$ cat src/hw/feat_pkg.sv
`default_nettype none
package feat_pkg;

    // Command opcodes
    localparam logic [7:0] CMD_SET_FEATURES = 8'hEF;
    localparam logic [7:0] CMD_READ_NATIVE  = 8'hF8;
    localparam logic [7:0] CMD_SET_MAX      = 8'hF9;

    // Set Features subcommands
    localparam logic [7:0] FEAT_XFER_MODE  = 8'h03;
    localparam logic [7:0] FEAT_APM_ON     = 8'h05;
    localparam logic [7:0] FEAT_APM_OFF    = 8'h85;
    localparam logic [7:0] FEAT_PL1_ON     = 8'h0A;
    localparam logic [7:0] FEAT_PL1_OFF    = 8'h8A;
    localparam logic [7:0] FEAT_LOOKAHD_A  = 8'h55;
    localparam logic [7:0] FEAT_LOOKAHD_B  = 8'hAA;
    localparam logic [7:0] FEAT_LONG4      = 8'hBB;
    localparam logic [7:0] FEAT_CUR_LIMIT  = 8'h9A;
    localparam logic [7:0] FEAT_POR_KEEP   = 8'h66;
    localparam logic [7:0] FEAT_POR_REVERT = 8'hCC;
    localparam logic [7:0] FEAT_NOP_A      = 8'h69;
    localparam logic [7:0] FEAT_NOP_B      = 8'h96;
    localparam logic [7:0] FEAT_NOP_C      = 8'h97;

    // Transfer-mode sector-count layout
    localparam int         XT_TYPE_LSB     = 3;
    localparam logic [4:0] XT_PIO_DEF      = 5'h00;
    localparam logic [4:0] XT_PIO_FC       = 5'h01;
    localparam logic [4:0] XT_MDMA         = 5'h04;
    localparam logic [4:0] XT_UDMA         = 5'h08;
    localparam logic [2:0] XM_PIO_DEF      = 3'h0;
    localparam logic [2:0] XM_NO_IORDY     = 3'h1;
    localparam logic [2:0] PIO_IORDY_MIN   = 3'h3;

    // Power-management levels
    localparam logic [7:0] APM_RSVD_LO     = 8'h00;
    localparam logic [7:0] APM_RSVD_HI     = 8'hFF;
    localparam logic [7:0] APM_NO_STBY_MIN = 8'h80;

    // Set-max subcommands and field positions
    localparam logic [7:0] SM_ADDR         = 8'h00;
    localparam logic [7:0] SM_SET_PW       = 8'h01;
    localparam logic [7:0] SM_LOCK         = 8'h02;
    localparam logic [7:0] SM_UNLOCK       = 8'h03;
    localparam logic [7:0] SM_FREEZE       = 8'h04;
    localparam int         NV_BIT          = 0;
    localparam int         LBA_BIT         = 6;

    // Reset values
    localparam logic [2:0] PIO_MODE_RST    = 3'h0;
    localparam logic [7:0] APM_LEVEL_RST   = 8'hFE;
    localparam logic       APM_EN_RST      = 1'b0;
    localparam logic       PL1_EN_RST      = 1'b0;
    localparam logic       POR_REVERT_RST  = 1'b1;

    // Task-file image of one command
    typedef struct packed {
        logic [7:0] command;
        logic [7:0] features;
        logic [7:0] sect_cnt;
        logic [7:0] sect_num;
        logic [7:0] cyl_low;
        logic [7:0] cyl_high;
        logic [7:0] dev_head;
    } cmd_t;

    // Decoded transfer-mode request
    typedef struct packed {
        logic       ok;
        logic       pio_def;
        logic       no_iordy;
        logic       pio_fc;
        logic       mdma;
        logic       udma;
        logic [2:0] mode;
    } xfer_dec_t;

    // Live transfer configuration
    typedef struct packed {
        logic [2:0] pio_mode;
        logic       iordy_en;
        logic       mdma_en;
        logic [2:0] mdma_mode;
        logic       udma_en;
        logic [2:0] udma_mode;
    } xfer_cfg_t;

endpackage
`default_nettype wire

$ cat src/hw/set_features_and_max_address.sv
// What this block does
// - Zero transfer value selects default PIO
// - Accept every PIO mode up to maximum
// - Drive IORDY whenever PIO mode is three+
// - No Multiword DMA in card-bus modes
// - Accept all Multiword DMA modes up to top
// - Accept all Ultra DMA modes up to top
// - Enabling one DMA family clears other
// - Decode power-management level scale correctly
// - Valid levels accepted, behaviour unchanged
// - Level 80h or above forbids standby
// - Subcommand 85h turns power management off
// - Power level 1 commands off by default
// - Look-ahead and long data default on
// - Current limit from quarter-milliamp sector count
// - Return lowest and highest current settings
// - Current limit defaults high, clamps outside range
// - Soft reset restores defaults unless disabled
// - Set max needs ready, preceding native read
// - Volatile bit decides survival over hardware resets
// - Decode set-max password, lock, unlock, freeze
// - Abort second non-volatile set after reset
// - Transfer type upper bits, mode lower
`timescale 1ns/1ps
`default_nettype none
module set_features_and_max_address
    import feat_pkg::*;
#(
    parameter logic [2:0]  PIO_MAX     = 3'h4,   // Highest PIO mode
    parameter logic [2:0]  MDMA_MAX    = 3'h2,   // Highest Multiword DMA mode
    parameter logic [2:0]  UDMA_MAX    = 3'h2,   // Highest Ultra DMA mode
    parameter logic        NO_IORDY_OK = 1'b1,   // IORDY may be disabled
    parameter logic [7:0]  CUR_MIN     = 8'h01,  // Lowest current setting
    parameter logic [7:0]  CUR_MAX     = 8'h40,  // Highest current setting
    parameter logic [27:0] NATIVE_MAX  = 28'hFFFFFFF // Native capacity
)(
    input  wire logic       mclk,
    input  wire logic       resetn,
    input  wire logic       hw_reset,      // Hardware reset pulse
    input  wire logic       soft_reset,    // Soft reset pulse
    input  wire logic       dev_ready,     // Device reports ready
    input  wire logic       pc_card_mode,  // Card-bus interface active
    input  wire logic       cmd_valid,
    output logic            cmd_ready,
    input  wire cmd_t       cmd_in,
    output logic            done,
    output logic            aborted,
    output cmd_t            result,
    output xfer_cfg_t       xfer_cfg,
    output logic            apm_en,
    output logic [7:0]      apm_level,
    output logic            standby_permit,
    output logic            pl1_en,
    output logic [7:0]      cur_limit,
    output logic            por_revert,
    output logic [27:0]     max_lba,
    output logic            max_locked,
    output logic            max_frozen,
    output logic            pw_set
);

    ////////////////////////////////////////////////////////////////
    // State machine
    ////////////////////////////////////////////////////////////////

    typedef enum logic [1:0] {
        ST_IDLE = 2'b01,
        ST_EXEC = 2'b10
    } st_t;

    st_t        st_r;          // Current state
    st_t        st_nxt;        // Next state
    cmd_t       cmd_r;         // Latched task file

    // Settings
    xfer_cfg_t  xf_r;          // Transfer configuration
    logic       noi_r;         // IORDY disabled by request
    logic       apm_en_r;      // Power management on
    logic [7:0] apm_lvl_r;     // Power management level
    logic       pl1_r;         // Power level 1 enabled
    logic [7:0] cur_r;         // Current limit setting
    logic       revert_r;      // Soft reset restores defaults

    // Max-address state
    logic [27:0] max_r;        // Active maximum
    logic [27:0] nv_max_r;     // Last non-volatile maximum
    logic        nv_used_r;    // A non-volatile set since reset
    logic        rnm_prev_r;   // Previous command was native read
    logic        lock_r;       // Set max locked
    logic        frz_r;        // Set max frozen
    logic        pw_r;         // Password stored

    // Answer registers
    logic        done_r;
    logic        abort_r;
    cmd_t        res_r;

    ////////////////////////////////////////////////////////////////
    // Decoders
    ////////////////////////////////////////////////////////////////

    xfer_dec_t xd;             // Transfer-mode decode
    logic      apm_ok;         // Level inside the valid scale
    logic      apm_nostby;     // Level forbids standby
    logic      cur_nostby;     // Live level forbids standby

    xfer_mode_decode #(
        .PIO_MAX     (PIO_MAX),
        .MDMA_MAX    (MDMA_MAX),
        .UDMA_MAX    (UDMA_MAX),
        .NO_IORDY_OK (NO_IORDY_OK)
    ) u_xfer (
        .sect_cnt     (cmd_r.sect_cnt),
        .pc_card_mode (pc_card_mode),
        .dec          (xd)
    );

    apm_level_decode u_apm_req (
        .level      (cmd_r.sect_cnt),
        .valid      (apm_ok),
        .no_standby (apm_nostby)
    );

    apm_level_decode u_apm_cur (
        .level      (apm_lvl_r),
        .valid      (),
        .no_standby (cur_nostby)
    );

    // Clamp a requested current into the supported range
    function automatic logic [7:0] clamp_cur(input logic [7:0] v);
        if (v < CUR_MIN)
            clamp_cur = CUR_MIN;
        else if (v > CUR_MAX)
            clamp_cur = CUR_MAX;
        else
            clamp_cur = v;
    endfunction

    ////////////////////////////////////////////////////////////////
    // Command decode
    ////////////////////////////////////////////////////////////////

    wire exec   = (st_r == ST_EXEC);
    wire is_sf  = exec && (cmd_r.command == CMD_SET_FEATURES);
    wire is_rnm = exec && (cmd_r.command == CMD_READ_NATIVE);
    wire is_sm  = exec && (cmd_r.command == CMD_SET_MAX);
    wire [7:0] ft = cmd_r.features;

    // Set Features subcommands
    wire f_xfer   = is_sf && (ft == FEAT_XFER_MODE);
    wire f_apm_on = is_sf && (ft == FEAT_APM_ON);
    wire f_apm_of = is_sf && (ft == FEAT_APM_OFF);
    wire f_pl1_on = is_sf && (ft == FEAT_PL1_ON);
    wire f_pl1_of = is_sf && (ft == FEAT_PL1_OFF);
    wire f_cur    = is_sf && (ft == FEAT_CUR_LIMIT);
    wire f_keep   = is_sf && (ft == FEAT_POR_KEEP);
    wire f_rev    = is_sf && (ft == FEAT_POR_REVERT);
    // Defaults already in force; only acknowledged
    wire f_nop    = is_sf && ((ft == FEAT_LOOKAHD_A) || (ft == FEAT_LOOKAHD_B)
                  || (ft == FEAT_LONG4) || (ft == FEAT_NOP_A)
                  || (ft == FEAT_NOP_B) || (ft == FEAT_NOP_C));

    // Failed Set Features cases
    wire sf_bad = is_sf && !(f_xfer || f_apm_on || f_apm_of || f_pl1_on
                  || f_pl1_of || f_cur || f_keep || f_rev || f_nop);
    wire xf_bad  = f_xfer && !xd.ok;
    wire apm_bad = f_apm_on && !apm_ok;

    // Set-max subcommands
    wire s_addr  = is_sm && (ft == SM_ADDR);
    wire s_pw    = is_sm && (ft == SM_SET_PW);
    wire s_lock  = is_sm && (ft == SM_LOCK);
    wire s_unlk  = is_sm && (ft == SM_UNLOCK);
    wire s_frz   = is_sm && (ft == SM_FREEZE);
    wire sm_rsvd = is_sm && (ft > SM_FREEZE);

    // New maximum from the address registers
    wire [27:0] new_max = {cmd_r.dev_head[3:0], cmd_r.cyl_high,
                           cmd_r.cyl_low, cmd_r.sect_num};
    wire nv_req = cmd_r.sect_cnt[NV_BIT];
    wire lba_ok = cmd_r.dev_head[LBA_BIT];

    // Address set needs ready, a preceding native read, LBA form
    wire addr_bad = s_addr && (!dev_ready || !rnm_prev_r
                  || !lba_ok || lock_r || frz_r
                  || (new_max > NATIVE_MAX)
                  || (nv_req && nv_used_r));
    // Once frozen every security subcommand is refused
    wire sec_bad  = (s_pw || s_lock || s_unlk || s_frz) && frz_r;

    wire abort_now = sf_bad || xf_bad || apm_bad || sm_rsvd
                   || addr_bad || sec_bad;
    wire addr_go   = s_addr && !addr_bad;

    ////////////////////////////////////////////////////////////////
    // Sequencing
    ////////////////////////////////////////////////////////////////

    // One command in flight; the next waits for the answer
    always_comb
    begin
        st_nxt = st_r;
        case (st_r)
            ST_IDLE:
            begin
                if (cmd_valid)
                    st_nxt = ST_EXEC;
            end
            ST_EXEC:
                st_nxt = ST_IDLE;
            default:
                st_nxt = ST_IDLE;
        endcase
    end

    // Resets return to idle and mask done; a soft reset still lets set-max and lock effects land
    always_ff @(posedge mclk or negedge resetn)
    begin
        if (!resetn)
            st_r <= ST_IDLE;
        else if (hw_reset || soft_reset)
            st_r <= ST_IDLE;
        else
            st_r <= st_nxt;
    end

    // Task file captured on acceptance
    always_ff @(posedge mclk or negedge resetn)
    begin
        if (!resetn)
            cmd_r <= '0;
        else if (cmd_valid && cmd_ready)
            cmd_r <= cmd_in;
    end

    ////////////////////////////////////////////////////////////////
    // Transfer mode
    ////////////////////////////////////////////////////////////////

    // Hardware and reverting soft resets both land on defaults
    wire restore = hw_reset || (soft_reset && revert_r);

    always_ff @(posedge mclk or negedge resetn)
    begin
        if (!resetn)
        begin
            xf_r  <= '0;
            noi_r <= 1'b0;
        end
        else if (restore)
        begin
            xf_r  <= '0;
            noi_r <= 1'b0;
        end
        else if (f_xfer && xd.ok)
        begin
            if (xd.pio_def || xd.no_iordy)
            begin
                xf_r.pio_mode <= PIO_MODE_RST;
                noi_r         <= xd.no_iordy;
            end
            else if (xd.pio_fc)
            begin
                xf_r.pio_mode <= xd.mode;
                noi_r         <= 1'b0;
            end
            else if (xd.mdma)
            begin
                xf_r.mdma_en   <= 1'b1;
                xf_r.mdma_mode <= xd.mode;
                xf_r.udma_en   <= 1'b0;
            end
            else
            begin
                xf_r.udma_en   <= 1'b1;
                xf_r.udma_mode <= xd.mode;
                xf_r.mdma_en   <= 1'b0;
            end
        end
        // A card-bus mode switch withdraws Multiword DMA
        else if (pc_card_mode && xf_r.mdma_en)
            xf_r.mdma_en <= 1'b0;
    end

    // IORDY is forced on at the faster PIO modes
    wire iordy_live = (xf_r.pio_mode >= PIO_IORDY_MIN) || !noi_r;

    ////////////////////////////////////////////////////////////////
    // Power settings
    ////////////////////////////////////////////////////////////////

    // The level is stored, reported and gates standby_permit; it shapes no timing
    always_ff @(posedge mclk or negedge resetn)
    begin
        if (!resetn)
        begin
            apm_en_r  <= APM_EN_RST;
            apm_lvl_r <= APM_LEVEL_RST;
            pl1_r     <= PL1_EN_RST;
            cur_r     <= CUR_MAX;
        end
        else if (restore)
        begin
            apm_en_r  <= APM_EN_RST;
            apm_lvl_r <= APM_LEVEL_RST;
            pl1_r     <= PL1_EN_RST;
            cur_r     <= CUR_MAX;
        end
        else
        begin
            if (f_apm_on && apm_ok)
            begin
                apm_en_r  <= 1'b1;
                apm_lvl_r <= cmd_r.sect_cnt;
            end
            else if (f_apm_of)
                apm_en_r  <= 1'b0;
            if (f_pl1_on)
                pl1_r <= 1'b1;
            else if (f_pl1_of)
                pl1_r <= 1'b0;
            if (f_cur)
                cur_r <= clamp_cur(cmd_r.sect_cnt);
        end
    end

    // Revert choice survives the soft reset it governs
    always_ff @(posedge mclk or negedge resetn)
    begin
        if (!resetn)
            revert_r <= POR_REVERT_RST;
        else if (hw_reset)
            revert_r <= POR_REVERT_RST;
        else if (f_keep)
            revert_r <= 1'b0;
        else if (f_rev)
            revert_r <= 1'b1;
    end

    ////////////////////////////////////////////////////////////////
    // Max address
    ////////////////////////////////////////////////////////////////

    // Power-on brings back the native size; a hardware reset
    // brings back the last non-volatile setting
    always_ff @(posedge mclk or negedge resetn)
    begin
        if (!resetn)
        begin
            max_r     <= NATIVE_MAX;
            nv_max_r  <= NATIVE_MAX;
            nv_used_r <= 1'b0;
        end
        else if (hw_reset)
        begin
            max_r     <= nv_max_r;
            nv_used_r <= 1'b0;
        end
        else if (addr_go)
        begin
            max_r <= new_max;
            if (nv_req)
            begin
                nv_max_r  <= new_max;
                nv_used_r <= 1'b1;
            end
        end
    end

    // Native read must be the command just before the set
    always_ff @(posedge mclk or negedge resetn)
    begin
        if (!resetn)
            rnm_prev_r <= 1'b0;
        else if (hw_reset || soft_reset)
            rnm_prev_r <= 1'b0;
        else if (exec)
            rnm_prev_r <= is_rnm && dev_ready;
    end

    // Lock, freeze and password state; freeze lasts until a hardware reset
    always_ff @(posedge mclk or negedge resetn)
    begin
        if (!resetn)
        begin
            lock_r <= 1'b0;
            frz_r  <= 1'b0;
            pw_r   <= 1'b0;
        end
        else if (hw_reset)
        begin
            lock_r <= 1'b0;
            frz_r  <= 1'b0;
        end
        else if (!sec_bad)
        begin
            if (s_pw)
                pw_r <= 1'b1;
            if (s_lock)
                lock_r <= 1'b1;
            else if (s_unlk)
                lock_r <= 1'b0;
            if (s_frz)
                frz_r <= 1'b1;
        end
    end

    ////////////////////////////////////////////////////////////////
    // Answer
    ////////////////////////////////////////////////////////////////

    // Completion registers, one cycle after execution
    always_ff @(posedge mclk or negedge resetn)
    begin
        if (!resetn)
        begin
            done_r  <= 1'b0;
            abort_r <= 1'b0;
            res_r   <= '0;
        end
        else
        begin
            done_r  <= exec && !hw_reset && !soft_reset;
            abort_r <= exec && abort_now && !hw_reset && !soft_reset;
            if (exec)
            begin
                res_r <= cmd_r;
                if (f_cur)
                begin
                    res_r.cyl_low  <= CUR_MIN;
                    res_r.cyl_high <= CUR_MAX;
                end
                else if (is_rnm)
                begin
                    res_r.dev_head[3:0] <= NATIVE_MAX[27:24];
                    res_r.cyl_high      <= NATIVE_MAX[23:16];
                    res_r.cyl_low       <= NATIVE_MAX[15:8];
                    res_r.sect_num      <= NATIVE_MAX[7:0];
                end
            end
        end
    end

    ////////////////////////////////////////////////////////////////
    // Outputs
    ////////////////////////////////////////////////////////////////

    assign cmd_ready        = (st_r == ST_IDLE);
    assign done             = done_r;
    assign aborted          = abort_r;
    assign result           = res_r;
    assign xfer_cfg.pio_mode  = xf_r.pio_mode;
    assign xfer_cfg.iordy_en  = iordy_live;
    assign xfer_cfg.mdma_en   = xf_r.mdma_en;
    assign xfer_cfg.mdma_mode = xf_r.mdma_mode;
    assign xfer_cfg.udma_en   = xf_r.udma_en;
    assign xfer_cfg.udma_mode = xf_r.udma_mode;
    assign apm_en           = apm_en_r;
    assign apm_level        = apm_lvl_r;
    // Standby only while management is on and below the band
    assign standby_permit   = apm_en_r && !cur_nostby;
    assign pl1_en           = pl1_r;
    assign cur_limit        = cur_r;
    assign por_revert       = revert_r;
    assign max_lba          = max_r;
    assign max_locked       = lock_r;
    assign max_frozen       = frz_r;
    assign pw_set           = pw_r;

endmodule // set_features_and_max_address
`default_nettype wire

$ cat src/hw/xfer_mode_decode.sv
`timescale 1ns/1ps
`default_nettype none
module xfer_mode_decode
    import feat_pkg::*;
#(
    parameter logic [2:0] PIO_MAX   = 3'h4,
    parameter logic [2:0] MDMA_MAX  = 3'h2,
    parameter logic [2:0] UDMA_MAX  = 3'h2,
    parameter logic       NO_IORDY_OK = 1'b1
)(
    input  wire logic [7:0] sect_cnt,
    input  wire logic       pc_card_mode,
    output xfer_dec_t       dec
);
    // Type and mode fields
    wire [4:0] xtype = sect_cnt[7:XT_TYPE_LSB];
    wire [2:0] xmode = sect_cnt[2:0];

    // Default PIO: all-zero, or IORDY off when supported
    wire is_def   = (xtype == XT_PIO_DEF) && (xmode == XM_PIO_DEF);
    wire is_noi   = (xtype == XT_PIO_DEF) && (xmode == XM_NO_IORDY) && NO_IORDY_OK;
    // Every mode up to the advertised top is accepted
    wire is_fc    = (xtype == XT_PIO_FC) && (xmode <= PIO_MAX);
    // Multiword DMA is never allowed in the card-bus modes
    wire is_mdma  = (xtype == XT_MDMA) && (xmode <= MDMA_MAX) && !pc_card_mode;
    wire is_udma  = (xtype == XT_UDMA) && (xmode <= UDMA_MAX);

    assign dec.pio_def  = is_def;
    assign dec.no_iordy = is_noi;
    assign dec.pio_fc   = is_fc;
    assign dec.mdma     = is_mdma;
    assign dec.udma     = is_udma;
    assign dec.mode     = xmode;
    assign dec.ok       = is_def | is_noi | is_fc | is_mdma | is_udma;
endmodule // xfer_mode_decode
`default_nettype wire

$ cat src/hw/apm_level_decode.sv
`timescale 1ns/1ps
`default_nettype none
module apm_level_decode
    import feat_pkg::*;
(
    input  wire logic [7:0] level,
    output logic            valid,
    output logic            no_standby
);
    // Both ends of the scale are reserved
    assign valid      = (level != APM_RSVD_LO) && (level != APM_RSVD_HI);
    // Upper half of the scale forbids the deep power-saving state
    assign no_standby = (level >= APM_NO_STBY_MIN);
endmodule // apm_level_decode
`default_nettype wire

$ cat config.mk
export PLATFORM = sky130hd
export DESIGN_NAME = set_features_and_max_address
export DESIGN_NICKNAME = d
export VERILOG_FILES = /design/src/hw/feat_pkg.sv /design/src/hw/set_features_and_max_address.sv /design/src/hw/xfer_mode_decode.sv /design/src/hw/apm_level_decode.sv
export SDC_FILE = /design/constraint.sdc
export NUM_CORES = 1
export LEC_CHECK = 0
export BUFFER_PORTS_ARGS = -buffer_cell sky130_fd_sc_hd__buf_2
export CORE_AREA = 2 2 163 165
export CTS_CLUSTER_DIAMETER = 200
export CTS_CLUSTER_SIZE = 8
export DETAILED_ROUTE_END_ITERATION = 8
export DIE_AREA = 0 0 165 167
export PLACE_DENSITY = 0.65
export SKIP_CTS_REPAIR_TIMING = 1
export SYNTH_ARGS = -nofsm -noshare
export SYNTH_HDL_FRONTEND = slang
export SYNTH_SLANG_ARGS = --single-unit
$ cat constraint.sdc
create_clock -name mclk -period 2.3 [get_ports mclk]
set_clock_uncertainty 0.1 [all_clocks]
set_input_delay 0.46 -clock mclk [delete_from_list [all_inputs] [get_ports mclk]]
set_output_delay 0.46 -clock mclk [all_outputs]
set_load 0.005 [all_outputs]
## Word-level counts from Yosys, hierarchy flattened

Cells that the tools add are included.

| storage, ports and cells | value |
|---|---|
| bits of input ports | 63 |
| output and inout bits | 122 |
| flip-flop bits (word level) | 208 |

| cells by class | value |
|---|---|
| mux-type cells | 55 |
| equality and inequality tests | 34 |
| reductions and logical operators | 115 |
| bitwise operators | 6 |
| order comparisons | 8 |

Operator list:

| operator | count |
|---|---|
| == test 8 bit, second input constant | 11 |
| 2-to-1 mux 8 bit | 10 |
| 2-to-1 mux 28 bit | 2 |
| logical AND 1 bit | 44 |
| logical OR 1 bit | 31 |
| 2-to-1 mux 1 bit | 29 |
| greater-than comparator 28 bit, second input constant | 1 |
| == test 8 x 7 -> 1 bit, second input constant | 3 |
| 2-to-1 mux 24 bit | 1 |
| 2-to-1 mux 3 bit | 6 |
| nonzero test 3 bit | 6 |
| == test 8 x 2 -> 1 bit, second input constant | 2 |
| == test 8 x 3 -> 1 bit, second input constant | 2 |
| 2-to-1 mux 16 bit | 1 |
| nonzero test 2 bit | 8 |
| zero test 1 bit | 12 |
| AND reduction 3 bit | 4 |
| == test 8 x 1 -> 1 bit, second input constant | 1 |
| == test 8 x 4 -> 1 bit, second input constant | 1 |
| >= comparator 8 bit, second input constant | 1 |
| greater-than comparator 8 x 3 -> 1 bit, second input constant | 1 |
| greater-than comparator 8 x 7 -> 1 bit, second input constant | 1 |
| zero test 8 bit | 1 |
| < comparator 8 x 1 -> 1 bit, second input constant | 1 |
| 23 further kinds | 38 |

## Logic depth before layout (Yosys ltp)

| depth | value |
|---|---|
| depth after elaboration | 21 |
| depth in mapped cells | 8 |
| depth with buffers taken out | 5 |

## Hierarchy

From an unflattened synthesis, not the netlist that was laid out.

| unflattened totals | value |
|---|---|
| cells, all modules | 763 |
| area total of the unflattened synthesis | 9036.2 sq um |

Modules (own cells, without submodules):

| module | cells an instance | times used | area an instance (sq um) |
|---|---|---|---|
| set_features_and_max_address | 719 | 1 | 8767.2 |
| xfer_mode_decode | 30 | 1 | 181.4 |
| apm_level_decode | 7 | 2 | 43.8 |

## Worst setup path before layout

OpenSTA, ideal clock, no wires.

| timing | value |
|---|---|
| kind | reg2reg |
| from | register cmd_r (netlist bit ft[6]) |
| to | register nv_max_r[19] |
| arrival | 2.176 ns |
| library setup time | 0.082 ns |
| slack | -0.058 ns |
| path buffers | 3 |
| clock period less this slack | 2.358 ns |
| stages on the path, launching flop included | 9 |
| cells stage by stage | dfrtp_1 buf_6 or4_4 nor3_4 nand2_1 or3_1 buf_6 buf_6 mux2_4 |

| on the way | value |
|---|---|
| word-level cells in the longest chain between the ends | 6 |

RTL lines:

| item | RTL line | RTL |
|---|---|---|
| start: declaration | set_features_and_max_address.sv:73 | `cmd_t cmd_r;` |
| start signal: assignment | set_features_and_max_address.sv:234 | `cmd_r <= cmd_in;` |
| zero test 8 bit (*) | set_features_and_max_address.sv:171 | `wire s_addr = is_sm && (ft == SM_ADDR);` |
| logical AND 1 bit (*) | set_features_and_max_address.sv:171 |  |
| logical AND 1 bit | set_features_and_max_address.sv:185 | `wire addr_bad = s_addr && (!dev_ready \|\| !rnm_prev_r` |
| zero test 1 bit | set_features_and_max_address.sv:194 | `wire addr_go = s_addr && !addr_bad;` |
| logical AND 1 bit (*) | set_features_and_max_address.sv:194 |  |
| AND reduction 3 bit (no line) (*) | - |  |
| end signal: assignment | set_features_and_max_address.sv:365 | `nv_max_r <= new_max;` |
| end: declaration | set_features_and_max_address.sv:86 | `logic [27:0] nv_max_r;` |

Every way passes the cells marked *; elsewhere a longest branch is shown, timed or not.
A chain may end at the register's enable or synchronous reset.

## Worst setup path in the final report

| timing | value |
|---|---|
| from | register lock_r (netlist: max_locked) |
| to | register nv_max_r[25] |

| on the way | value |
|---|---|
| word-level cells in the longest chain between the ends | 8 |

RTL lines:

| item | RTL line | RTL |
|---|---|---|
| start: declaration | set_features_and_max_address.sv:89 | `logic lock_r;` |
| start signal: assignment | set_features_and_max_address.sv:387 | `lock_r <= 1'b0;` |
| start signal: assignment | set_features_and_max_address.sv:393 | `lock_r <= 1'b0;` |
| start signal: assignment | set_features_and_max_address.sv:401 | `lock_r <= 1'b1;` |
| logical OR 1 bit (2 in series) | set_features_and_max_address.sv:186 | `\|\| !lba_ok \|\| lock_r \|\| frz_r` |
| logical OR 1 bit | set_features_and_max_address.sv:187 | `\|\| (new_max > NATIVE_MAX)` |
| logical OR 1 bit | set_features_and_max_address.sv:188 | `\|\| (nv_req && nv_used_r));` |
| logical AND 1 bit | set_features_and_max_address.sv:185 |  |
| zero test 1 bit | set_features_and_max_address.sv:194 |  |
| logical AND 1 bit | set_features_and_max_address.sv:194 |  |
| AND reduction 3 bit (no line) | - |  |

Every way passes these cells.

==> key figures <==
Run status
  • Status: finished, final reports clean

Floorplanning
  • Rows: between 50 and 60
  • Core area: approximately 26000 um2
  • Initial Utilization: 0.3444
  • I/O pin total: around 190
  • Chip Height: between 150 and 200 um
  • Die area: 27560 um2
  • Die width: around 170 um

Clock tree
  • CTS tree: built
  • Total CTS buffers: 29
  • CTS Buffer Depth: 3
  • # clock sinks: between 200 and 250
  • Worst-Skew Late Latency: 0.54 ns
  • Root Buffer: clkbuf_16
  • Clk slew on worst S/H paths: about 0.060 ns
  • H-tree depth: 1

Worst setup path
  • Max Fanout on Critical Path: 14
  • Critical path's largest stage delay: ~0.42 ns
  • Crit path capture type: flip-flop
  • WP data required: between 2 and 3 ns
  • R2r worst-path depth: 6
  • Largest delay share family, worst path: simple AND/OR/NAND/NOR gates
  • Cell count along the critical path: 6
  • Worst path slowest cell: or3_4
  • Crit path DAT: between 2 and 3 ns
  • Setup crit start kind: flip-flop
  • Cell Chain, Critical Path: nand4b_1, a2111oi_2, nand2_1, or3_4, clkbuf_16, mux2_4
  • WS Path Type: flip-flop to flip-flop
  • Crit path buffers/inverters: 1

Synthesis
  • Mapped Nets: 801
  • Yosys cell types: 54
  • Syn Area/Cell: around 12 um2
  • Sequential area share after synthesis: 0.5959
  • Synth Register Bits: 208
  • Fraction of registers with async set/reset: 1.000
  • Post-Synthesis Cells: about 740
  • Main synth FF type: dfrtp_1
  • Syn Std Cell Area: 8874 um2
  • Number of synthesized flops with an enable pin: 0
  • Ys Warns: 0

Global route
  • Initial antenna violation count: 2
  • GRT Total Usage: 0.1688
  • GRT overflow: 0
  • Largest net degree at the start of global routing: 61
  • Vias in the first global route: between 6000 and 7000
  • First-pass GRT wire length: 36910 um

Routing
  • Vias: between 6000 and 7000
  • Detailed router's first-iteration violation count: 317
  • Vias per inst: around 4.9
  • DR WL/cell: roughly 18 um
  • Drt pass-1 iters: 4
  • Total Wirelength: about 23000 um
  • Final ANT Viol Nets: 0
  • DRC errors left: 0

Layout
  • Number of fill cells: roughly 2400
  • Area growth from synthesis to layout: 29.39%
  • Sequential Area: ~5300 um2
  • Layout cells sized above 1: 0.4709
  • Area of the multi-input gates: 3408 um2
  • Most frequent cells in the layout: buf_2 (183), dfrtp_1 (142), mux2_2 (97)
  • Nets: 1024
  • Commonest non-fill, non-tap cell in the layout: buf_2

Timing
  • Final hold vios: 0
  • Final setup viols: 0
  • RSZ-0062 raised after global routing: false
  • Tightest Pin Transition: between 0.5 and 0.6 ns
  • Slew HR: 0.6627
  • Fmax: 450.6 MHz
  • Setup ws final: between 0.08 and 0.09 ns
  • Tmin final: around 2.2 ns
  • Fin. max-slew vios: 0
  • Final worst path period share: 0.9649

Pwr
  • VDD IR max: approximately 0.54 mV
  • Static Leak: roughly 5.4 nW
  • Power per cell area: ~840 nW/um2
  • Total power draw: about 9.6 mW

Min path
  • Hold path cells: 2
  • Worst Hold Class: input pin to flip-flop

Place
  • Final GP Congestion: between 0.8 and 0.9
  • Setup slack at placement: -0.06197 ns
  • HPWL after detailed placement: 15790 um
  • Port bufs: roughly 180

Flow run
  • Max-cap viol count: 0
## cells by family (layout without fill, tap and decap cells)
| group | Yosys count | in the layout | share of synthesized area |
|---|---|---|---|
| and+or+nand+nor | 216 | 216 | 0.1172 |
| DFF | 208 | 208 | 0.5959 |
| muxes | 147 | 147 | 0.1846 |
| AOI/OAI and AO/OA | 105 | 105 | 0.07262 |
| buffers and inverters | 62 | 305 | 0.02975 |
| other | 0 | 1 | 0 |
## where the power goes
group / leakage [nW] / internal (mW) / switching (mW)
Sequential: 2.49 / 4.11 / 0.280
Clock: 0.392 / 2.35 / 1.56
Combinational: 2.52 / 0.645 / 0.653
Total: 5.41 / 7.10 / 2.50
## worst paths after layout
path	startpoint	slack [ns]	endpoint
min reg2reg	max_lba[21]	0.37	max_lba[21]
max in group asynchronous	resetn	1.04	nv_max_r[26]
min	cmd_in[23]	0.05	cmd_r[23]
max reg2reg	max_locked	0.08	nv_max_r[25]
max	max_locked	0.08	nv_max_r[25]
min in group asynchronous	resetn	0.34	result[39]
## cell type report
| cell class | count | area share |
|---|---|---|
| Antenna cell | 1 | 0.0002180 |
| Clock buffer | 50 | 0.07007 |
| Clock inverter | 1 | 0.001744 |
| Inverter | 10 | 0.003269 |
| Multi-Input combinational cell | 468 | 0.2969 |
| Sequential cell | 208 | 0.4605 |
| Tap cell | 335 | 0.03651 |
| Timing Repair Buffer | 244 | 0.1308 |
## cell usage after synthesis (2+ instances only)
| cell type | number | area, um2 |
|---|---|---|
| a211oi_1 | 3 | 22.52 |
| a21oi_1 | 14 | 70.07 |
| a31oi_1 | 3 | 18.77 |
| a41oi_1 | 3 | 26.28 |
| and3_1 | 6 | 37.54 |
| and4_1 | 2 | 17.52 |
| buf_1 | 7 | 26.28 |
| buf_2 | 4 | 20.02 |
| buf_6 | 3 | 33.78 |
| clkbuf_1 | 37 | 138.9 |
| dfrtp_1 | 142 | 3553 |
| dfstp_2 | 66 | 1734 |
| inv_1 | 10 | 37.54 |
| mux2_2 | 97 | 1092 |
| mux2_4 | 9 | 135.1 |
| mux2i_1 | 41 | 410.4 |
| nand2_1 | 96 | 360.4 |
| nand2b_1 | 5 | 31.28 |
| nand3_1 | 8 | 40.04 |
| nand3b_1 | 3 | 22.52 |
| nand4_1 | 6 | 37.54 |
| nand4b_1 | 3 | 26.28 |
| nor2_1 | 48 | 180.2 |
| nor2b_1 | 5 | 31.28 |
| nor3_1 | 8 | 40.04 |
| nor3b_1 | 2 | 15.01 |
| nor4_1 | 5 | 31.28 |
| nor4_2 | 2 | 25.02 |
| nor4bb_1 | 4 | 40.04 |
| o21ai_0 | 53 | 265.3 |
| o21bai_1 | 2 | 15.01 |
| o31ai_1 | 14 | 105.1 |
| or3_1 | 5 | 31.28 |
| or4_1 | 2 | 15.01 |
## stage by stage
stage                     utilization  setup TNS (ns)  cell area (um2)  hold slack (ns)  instances
final                          0.4456               0            11480          0.04738       1317
after global routing           0.4455               0            11480          0.02531       1316
after CTS                      0.4425          -1.503            11400          -0.2428       1313
after detailed placement       0.4105          -1.119            10580           0.3358       1262
after global placement         0.4105         -0.4565            10580           0.3369       1262
after floorplan                     -         -0.4986             8877          0.06441        738
## registers in the layout, summed over array words and instances (netlist names), 2 cells and up
| register | cells |
|---|---|
| result | 56 |
| cmd_r | 48 |
| max_lba | 28 |
| nv_max_r | 28 |
| xfer_cfg | 11 |
| apm_level | 8 |
| cur_limit | 8 |
| ft | 8 |
| st_r | 2 |
## metal layers
metal,track usage,wire (um)
met5,0,11
met4,0.04234,441
met3,0.04085,1627
met2,0.2676,10690
met1,0.2324,10490
No activity file was read; power rests on OpenSTA's default activity.
